--- config.mk ---
export PLATFORM = sky130hd
export DESIGN_NAME = ccw_top
export DESIGN_NICKNAME = d
export VERILOG_FILES = /design/src/include/ccw_pkg.sv /design/src/logic/ccw_top.sv /design/src/logic/ccw_tick.sv /design/src/logic/ccw_counter.sv
export SDC_FILE = /design/constraint.sdc
export NUM_CORES = 1
export LEC_CHECK = 0
export BUFFER_PORTS_ARGS = -buffer_cell sky130_fd_sc_hd__buf_2
export CORE_AREA = 2 2 74 76
export DETAILED_ROUTE_END_ITERATION = 12
export DIE_AREA = 0 0 76 78
export PLACE_DENSITY = 0.72
export SYNTH_ARGS = -nofsm -noshare
export SYNTH_HDL_FRONTEND = slang
export SYNTH_SLANG_ARGS = --single-unit
--- constraint.sdc ---
create_clock -name mclk -period 2 [get_ports mclk]
set_input_delay 0.5 -clock mclk [delete_from_list [all_inputs] [get_ports mclk]]
set_output_delay 0.5 -clock mclk [all_outputs]
set_load 0.02 [all_outputs]
--- src/include/ccw_pkg.sv ---
// How it works
// - Out of reset the watchdog runs, two second timeout, resetting the system on expiry.
// - Clearing enable_and_kick at bit 1 of the control register stops the watchdog.
// - No kick within the prescaled timeout gives reset or interrupt and sets timeout_flag.
// - The counter advances only on crystal clock edges, not on the processor clock.
// - Control register writes are ignored unless preceded by the unlock sequence.
// - Set write_unlock, then the very next instruction must write the register.
// - Protection locks enable and response_select; the prescale field stays writable.
// - Protection active while the flash bit is clear; it forces response 0, enable 1.
// - A 16-bit counter; timeout is 2^prescale times 2^9 crystal periods.
// - Codes 0 to 7 double the timeout from 15.6 ms to 2 s; default 7.
// - Code 8 resets at once, code 9 resets into download, 10 to 15 invalid.
// - response_select clear resets the system on expiry; set raises an interrupt.
// - timeout_flag stays set until software writes 0 or a hardware reset occurs.
// - A watchdog reset leaves timeout_flag set.
// - Each write setting enable_and_kick enables the watchdog and restarts the count.
// - The watchdog interrupt is high priority and not masked by global_irq_enable.
package ccw_pkg;
    // ==========================================================
    // Register map
    localparam logic [7:0] CTRL_ADDR    = 8'hc0;
    localparam int         UNLOCK_BIT   = 0;
    localparam int         EN_BIT       = 1;
    localparam int         FLAG_BIT     = 2;
    localparam int         RESP_BIT     = 3;
    localparam int         PRE_LSB      = 4;
    localparam int         PRE_MSB      = 7;
    // ==========================================================
    // Reset values
    localparam logic [3:0] PRE_RST      = 4'h7;
    localparam logic       EN_RST       = 1'b1;
    localparam logic       RESP_RST     = 1'b0;
    localparam logic       FLAG_RST     = 1'b0;
    // ==========================================================
    // Prescale codes and counter timing
    localparam logic [3:0] PRE_MAX_TIMED  = 4'h7;
    localparam logic [3:0] PRE_AUTO_RESET = 4'h8;
    localparam logic [3:0] PRE_DL_RESET   = 4'h9;
    localparam int         CNT_W          = 16;
    localparam int         CNT_BASE_EXP   = 9;
    localparam int         XTAL_HZ        = 32768;
    // ==========================================================
    // Types
    typedef enum logic [1:0] {
        CCW_IDLE,
        CCW_ARMING,
        CCW_ARMED
    } ccw_unlock_t;

    typedef struct packed {
        logic [3:0] prescale;
        logic       enable;
    } ccw_ctrl_t;
endpackage

--- src/logic/ccw_top.sv ---
`timescale 1ns/100ps
`default_nettype none
module ccw_top (
    input  wire logic       mclk,
    input  wire logic       reset_n,
    input  wire logic [7:0] sfr_addr,
    input  wire logic [7:0] sfr_wdata,
    input  wire logic       sfr_byte_wr,
    input  wire logic       sfr_bit_wr,
    input  wire logic       sfr_bit_val,
    input  wire logic       sfr_rd,
    input  wire logic       instr_end,
    input  wire logic       crystal_in_pin,
    input  wire logic       flash_wdt_prot_bit,
    output logic [7:0]      sfr_rdata,
    output logic            sys_reset_req,
    output logic            download_reset_req,
    output logic            wdt_irq
);
    ccw_pkg::ccw_unlock_t state_reg;
    logic [3:0]           prescale_reg;
    logic                 resp_reg;
    logic                 en_reg;
    logic                 flag_reg;
    logic                 clear_pending_reg;
    logic                 sys_reset_reg;
    logic                 dl_reset_reg;
    logic                 irq_reg;
    logic [7:0]           rdata_reg;

    logic                 prot_on;
    logic                 resp_eff;
    logic                 en_eff;
    logic                 hit_byte;
    logic                 hit_bit;
    logic                 wr_hit;
    logic [7:0]           image;
    logic [7:0]           wr_val;
    logic                 arming;
    logic                 apply;
    logic                 kick;
    logic                 flag_clr;
    logic                 tick;
    logic                 expire;
    logic                 expire_reset;
    logic                 expire_irq;
    logic                 imm_auto;
    logic                 imm_dl;
    logic                 wd_reset_evt;
    ccw_pkg::ccw_ctrl_t   ctrl;

    // ==========================================================
    // Protection and effective settings
    assign prot_on  = ~flash_wdt_prot_bit;
    assign resp_eff = resp_reg & ~prot_on;
    assign en_eff   = en_reg | prot_on;

    assign image = {prescale_reg, resp_eff, flag_reg, en_eff, 1'b0};

    // ==========================================================
    // Byte and bit write decode
    assign hit_byte = sfr_byte_wr && (sfr_addr == ccw_pkg::CTRL_ADDR);
    assign hit_bit  = sfr_bit_wr && (sfr_addr[7:3] == ccw_pkg::CTRL_ADDR[7:3]);
    assign wr_hit   = hit_byte | hit_bit;

    always_comb begin
        wr_val = image;
        if (hit_byte) begin
            wr_val = sfr_wdata;
        end else if (hit_bit) begin
            wr_val[sfr_addr[2:0]] = sfr_bit_val;
        end
    end

    // ==========================================================
    // Unlock sequence
    assign arming = wr_hit && (state_reg == ccw_pkg::CCW_IDLE) && wr_val[ccw_pkg::UNLOCK_BIT];
    assign apply  = wr_hit && (state_reg == ccw_pkg::CCW_ARMED);

    always_ff @(posedge mclk or negedge reset_n) begin
        if (!reset_n) begin
            state_reg <= ccw_pkg::CCW_IDLE;
        end else begin
            case (state_reg)
                ccw_pkg::CCW_IDLE: begin
                    if (arming && instr_end) begin
                        state_reg <= ccw_pkg::CCW_ARMED;
                    end else if (arming) begin
                        state_reg <= ccw_pkg::CCW_ARMING;
                    end
                end
                ccw_pkg::CCW_ARMING: begin
                    if (instr_end) begin
                        state_reg <= ccw_pkg::CCW_ARMED;
                    end
                end
                ccw_pkg::CCW_ARMED: begin
                    if (apply || instr_end) begin
                        state_reg <= ccw_pkg::CCW_IDLE;
                    end
                end
                default: begin
                    state_reg <= ccw_pkg::CCW_IDLE;
                end
            endcase
        end
    end

    // ==========================================================
    // Write effects
    assign kick     = apply && (hit_byte ? sfr_wdata[ccw_pkg::EN_BIT]
                                         : (sfr_addr[2:0] == 3'h1) && sfr_bit_val);
    assign flag_clr = apply && !wr_val[ccw_pkg::FLAG_BIT]
                      && (hit_byte || sfr_addr[2:0] == 3'h2);
    assign imm_auto = apply && wr_val[ccw_pkg::PRE_MSB:ccw_pkg::PRE_LSB] == ccw_pkg::PRE_AUTO_RESET;
    assign imm_dl   = apply && wr_val[ccw_pkg::PRE_MSB:ccw_pkg::PRE_LSB] == ccw_pkg::PRE_DL_RESET;

    assign expire_reset = expire && !resp_eff;
    assign expire_irq   = expire && resp_eff;
    assign wd_reset_evt = expire_reset | imm_auto | imm_dl;

    always_ff @(posedge mclk or negedge reset_n) begin
        if (!reset_n) begin
            prescale_reg <= ccw_pkg::PRE_RST;
        end else if (wd_reset_evt) begin
            prescale_reg <= ccw_pkg::PRE_RST;
        end else if (apply) begin
            prescale_reg <= wr_val[ccw_pkg::PRE_MSB:ccw_pkg::PRE_LSB];
        end
    end

    always_ff @(posedge mclk or negedge reset_n) begin
        if (!reset_n) begin
            resp_reg <= ccw_pkg::RESP_RST;
        end else if (wd_reset_evt) begin
            resp_reg <= ccw_pkg::RESP_RST;
        end else if (apply && !prot_on) begin
            resp_reg <= wr_val[ccw_pkg::RESP_BIT];
        end
    end

    always_ff @(posedge mclk or negedge reset_n) begin
        if (!reset_n) begin
            en_reg <= ccw_pkg::EN_RST;
        end else if (wd_reset_evt) begin
            en_reg <= ccw_pkg::EN_RST;
        end else if (apply && !prot_on) begin
            en_reg <= wr_val[ccw_pkg::EN_BIT];
        end
    end

    // Set wins over a software clear; a watchdog reset sets it and never clears it
    always_ff @(posedge mclk or negedge reset_n) begin
        if (!reset_n) begin
            flag_reg <= ccw_pkg::FLAG_RST;
        end else if (expire || imm_auto || imm_dl) begin
            flag_reg <= 1'b1;
        end else if (flag_clr) begin
            flag_reg <= 1'b0;
        end
    end

    // Held until the next crystal edge takes it
    always_ff @(posedge mclk or negedge reset_n) begin
        if (!reset_n) begin
            clear_pending_reg <= 1'b0;
        end else if (kick || wd_reset_evt) begin
            clear_pending_reg <= 1'b1;
        end else if (tick) begin
            clear_pending_reg <= 1'b0;
        end
    end

    // ==========================================================
    // Counter
    assign ctrl.prescale = prescale_reg;
    assign ctrl.enable   = en_eff;

    ccw_tick u_tick (
        .mclk       (mclk),
        .reset_n    (reset_n),
        .xtal_level (crystal_in_pin),
        .tick       (tick)
    );

    ccw_counter #(
        .WIDTH (ccw_pkg::CNT_W)
    ) u_counter (
        .mclk      (mclk),
        .reset_n   (reset_n),
        .tick      (tick),
        .clear_req (clear_pending_reg),
        .ctrl      (ctrl),
        .expire    (expire)
    );

    // ==========================================================
    // Responses
    always_ff @(posedge mclk or negedge reset_n) begin
        if (!reset_n) begin
            sys_reset_reg <= 1'b0;
        end else begin
            sys_reset_reg <= expire_reset | imm_auto;
        end
    end

    always_ff @(posedge mclk or negedge reset_n) begin
        if (!reset_n) begin
            dl_reset_reg <= 1'b0;
        end else begin
            dl_reset_reg <= imm_dl;
        end
    end

    // Goes straight to the high priority level, bypassing global_irq_enable
    always_ff @(posedge mclk or negedge reset_n) begin
        if (!reset_n) begin
            irq_reg <= 1'b0;
        end else begin
            irq_reg <= expire_irq;
        end
    end

    // ==========================================================
    // Read port
    always_ff @(posedge mclk or negedge reset_n) begin
        if (!reset_n) begin
            rdata_reg <= 8'h00;
        end else if (sfr_rd && sfr_addr == ccw_pkg::CTRL_ADDR) begin
            rdata_reg <= image;
        end else begin
            rdata_reg <= 8'h00;
        end
    end

    assign sfr_rdata          = rdata_reg;
    assign sys_reset_req      = sys_reset_reg;
    assign download_reset_req = dl_reset_reg;
    assign wdt_irq            = irq_reg;
endmodule
`default_nettype wire

--- src/logic/ccw_tick.sv ---
`timescale 1ns/100ps
`default_nettype none
module ccw_tick (
    input  wire logic mclk,
    input  wire logic reset_n,
    input  wire logic xtal_level,
    output logic      tick
);
    logic prev_reg;
    logic tick_reg;

    // ==========================================================
    // Rising edge of the crystal clock
    always_ff @(posedge mclk or negedge reset_n) begin
        if (!reset_n) begin
            prev_reg <= 1'b0;
        end else begin
            prev_reg <= xtal_level;
        end
    end

    always_ff @(posedge mclk or negedge reset_n) begin
        if (!reset_n) begin
            tick_reg <= 1'b0;
        end else begin
            tick_reg <= xtal_level & ~prev_reg;
        end
    end

    assign tick = tick_reg;
endmodule
`default_nettype wire

--- src/logic/ccw_counter.sv ---
`timescale 1ns/100ps
`default_nettype none
module ccw_counter #(
    parameter int WIDTH = ccw_pkg::CNT_W
) (
    input  wire logic              mclk,
    input  wire logic              reset_n,
    input  wire logic              tick,
    input  wire logic              clear_req,
    input  wire ccw_pkg::ccw_ctrl_t ctrl,
    output logic                   expire
);
    ccw_pkg::ccw_ctrl_t shadow_reg;
    logic [WIDTH-1:0]   count_reg;
    logic               expire_reg;
    logic [WIDTH-1:0]   limit;
    logic               timed;

    // ==========================================================
    // Settings taken over on crystal edges
    always_ff @(posedge mclk or negedge reset_n) begin
        if (!reset_n) begin
            shadow_reg <= '{prescale: ccw_pkg::PRE_RST, enable: ccw_pkg::EN_RST};
        end else if (tick) begin
            shadow_reg <= ctrl;
        end
    end

    assign timed = shadow_reg.enable && (shadow_reg.prescale <= ccw_pkg::PRE_MAX_TIMED);
    assign limit = {WIDTH{1'b1}} >> (3'd7 - shadow_reg.prescale[2:0]);

    // ==========================================================
    // Count and expiry
    always_ff @(posedge mclk or negedge reset_n) begin
        if (!reset_n) begin
            count_reg <= '0;
        end else if (tick) begin
            if (clear_req) begin
                count_reg <= '0;
            end else if (timed) begin
                if (count_reg == limit) begin
                    count_reg <= '0;
                end else begin
                    count_reg <= count_reg + 1'b1;
                end
            end
        end
    end

    always_ff @(posedge mclk or negedge reset_n) begin
        if (!reset_n) begin
            expire_reg <= 1'b0;
        end else begin
            expire_reg <= tick && !clear_req && timed && (count_reg == limit);
        end
    end

    assign expire = expire_reg;
endmodule
`default_nettype wire

==> run_results.csv <==
group,metric,value,unit
status,status,"finished, final reports clean",
synth,ys_ff_latch,44,
synth,synthFlopType,"dfrtp_1",
layout,antennaDiodeCount,0,
setup_path,endpoint_kind,"register",
pwr,power_leakage,1.37,nW
floorplan,dieWidth,76,um
pwr,ir_drop,0.373,mV
global_routing,grt_pass1_wl,9370,um
placed_design,hpwl,3970,um
setup_path,crit_required,2200,ps
floorplan,std_cell_rows,26,
layout,syn2layout_area_growth,18.9,%
sta,slew_headroom,63.4,%
sta,fin_crit,1930,ps
clocking,ctsLongestPathBuffers,2,
global_routing,grt_pass1_vias,1980,
synth,synth.cell_area,0.00247,mm2
clocking,postCtsHoldBufs,0,
sta,finalClockSkew,13.2,ps
synth,synthTopCellsByArea,"dfrtp_1 36%, dfstp_2 8.5%, nand2_1 4.9%",
setup_path,cp-start-kind,"register",
synth,synth_top_cell_by_area,"dfrtp_1",
drt,dr.pass1.iters,4,
sta,min_period_over_period,96.3,%
synth,synthDistinctLibCells,61,
synth,syn_inst,266,
synth,yosysWarnings,0,
clocking,htreeDepth,2,
sta,setup_tns,0,ps
pwr,power_frac_comb,11.3,%
synth,syn-mean-instance-area,9.29,um2
clocking,cts_buffers,5,
global_routing,antenna_found_initial,0,
clocking,cts_setup_buffers,0,
drt,antenna_left,0,
floorplan,io_pins,36,
sta,drv_slew,0,
layout,drive_above_1_share,27.5,%
floorplan,initial_utilization,49.0,%
sta,fin_hold_ws,255,ps
placed_design,io_buffers,34,
drt,vias_per_cell,5.66,
pwr,power_density,632,mW/mm2
drt,drc,0,
placed_design,place_congestion,0.877,
drt,routedWlPerCell,14.4,um
pwr,power.switching,0.470,mW
clocking,insertion_delay,300,ps
clocking,clk_pin_slew_worst_paths,90,ps
synth,synth.top_cell.area_share,36.5,%
floorplan,coreArea,0.00504,mm2
synth,synth_nets,292,
hold_path,holdCritPathClass,"in -> async",
floorplan,die_h,78,um
setup_path,ff2ff_path_depth,6,
pwr,clkPwrFrac,36.7,%
sta,setup_viol,0,
setup_path,path_class,"reg -> reg",
global_routing,grt_max_degree,45,
pwr,seq_power_share,52.0,%
layout,nets,341,
sta,worst_slew_pin_slew,548,ps
drt,finalWirelength,5540,um
layout,largest_reg_flops,16,
clocking,cts.sinks,44,
clocking,cts_tree,"yes",
pwr,swShare,25.3,%
floorplan,die-area,0.00593,mm2
synth,ys_async_sr_fraction,100,%
clocking,cts_root_buffer,"clkbuf_8",
job,maxCapViolations,0,
global_routing,track_usage,19.5,%
drt,num_vias,2186,
synth,synth_edf_count,0,
sta,fmax,0.519,GHz
synth,seq_area_frac_synth,45.0,%
pwr,p_int,1.39,mW
sta,rsz0062_at_grt,"no",
drt,drt_iter0_markers,153,
global_routing,grt_overflow,0,
sta,finalHoldViolations,0,
setup_path,critPathArrivalTime,2120,ps
setup_path,worstPathMaxFanout,5,
[worst paths after layout]
path	start	to	slack [ps]
worst max-delay path	u_counter.shadow_reg[3]	u_counter.count_reg[15]	70
worst min-delay path	reset_n	state_reg[1]	260
worst max register to register	u_counter.shadow_reg[3]	u_counter.count_reg[15]	70
worst min register to register	u_tick.prev_reg	u_tick.tick	400
max in group asynchronous	reset_n	u_counter.shadow_reg[0]	1350
min in group mclk	crystal_in_pin	u_tick.prev_reg	320
[metrics by stage]
step                      power [mW]  worst slack, ps  cell area, um2  std cells  util (%)
after floorplan                 1.10             20.1            2470        266         -
final                           1.86             74.6            2940        386      58.3
after CTS                       1.87             29.2            2920        386      58.0
after global placement          1.19            -99.4            2820        378      55.9
after detailed placement        1.19             -173            2820        378      55.9
after global routing            1.94             3.13            2940        386      58.3
[cells by family after synthesis]
kind of cell	count (synthesis)	synth area share (%)
mux	4	1.77
xor+xnor	3	1.06
simple gates	116	26.6
other cells	1	0.152
compound gates	75	20.5
flops	44	45.0
buf+inv	22	4.46
fa+ha+maj	1	0.507
[area by class of cell]
class | count | area, um2
clock buffer | 6 | 72.6
timing repair buffer | 57 | 347
clock inverter | 2 | 35.0
tap | 70 | 87.6
sequential | 44 | 1110
fill | 456 | 2100
inverter | 7 | 26.3
multi-input combinational | 200 | 1260
[cells in the mapped netlist (all sizes together), types with 3 or more instances]
cell and number:
o211ai 3, o22ai 3, dfstp 8, nand4 6, clkbuf 7, a211o 3, and3 8, nand3 10
nand2b 4, and4 3, buf 8, nor4b 3, nor2 21, mux2 3, o21ai 19, and2 8
nand3b 4, o31ai 3, dfrtp 36, a21boi 3, a31oi 16, nor3 5, a21oi 9, nand2 32
nor2b 4, inv 7
[repair_timing]
action,in CTS,in global routing
setup endpoints to repair,0,10
hold endpoints to repair,0,0
gates resized for setup,0,4
[critical path, cell delays in order, from the launching register on]
cell	delay (ps)
dfstp_2	580
inv_1	100
a211o_1	280
o22ai_2	200
nand4_2	170
and4_1	240
a211o_1	260
[layer usage]
metal | up-vias | GRT usage (%) | routed length, um
met2 | 51 | 29.8 | 2500
met1 | 1045 | 28.5 | 2730
met3 | 11 | 2.56 | 195
li1 | 1079 | - | -
met4 | 0 | 7.45 | 111
met5 | - | 0 | 0
[power by group through the flow]
stage                     registers (mW)  logic [mW]  clock network (mW)
after global placement             0.982       0.204                   0
after floorplan                    0.974       0.127                   0
final                              0.966       0.210               0.682
after detailed placement           0.982       0.211                   0
after CTS                          0.965       0.211               0.695
after global routing               0.975       0.235               0.726
[cell usage in the layout, fill, tap and decap left out, types with 5 or more instances in the layout]
cell	Yosys	layout
a31oi_1	16	16
nand2_1	32	32
dfrtp_1	36	36
buf_4	2	22
o21ai_0	17	16
clkbuf_8	0	5
nand4_1	5	5
and3_1	8	8
nor2_1	21	21
nand3_1	9	9
and2_1	8	8
a21oi_1	8	8
buf_2	4	34
dfstp_2	8	8
inv_1	7	7
Power figures use the tool's default switching activity.
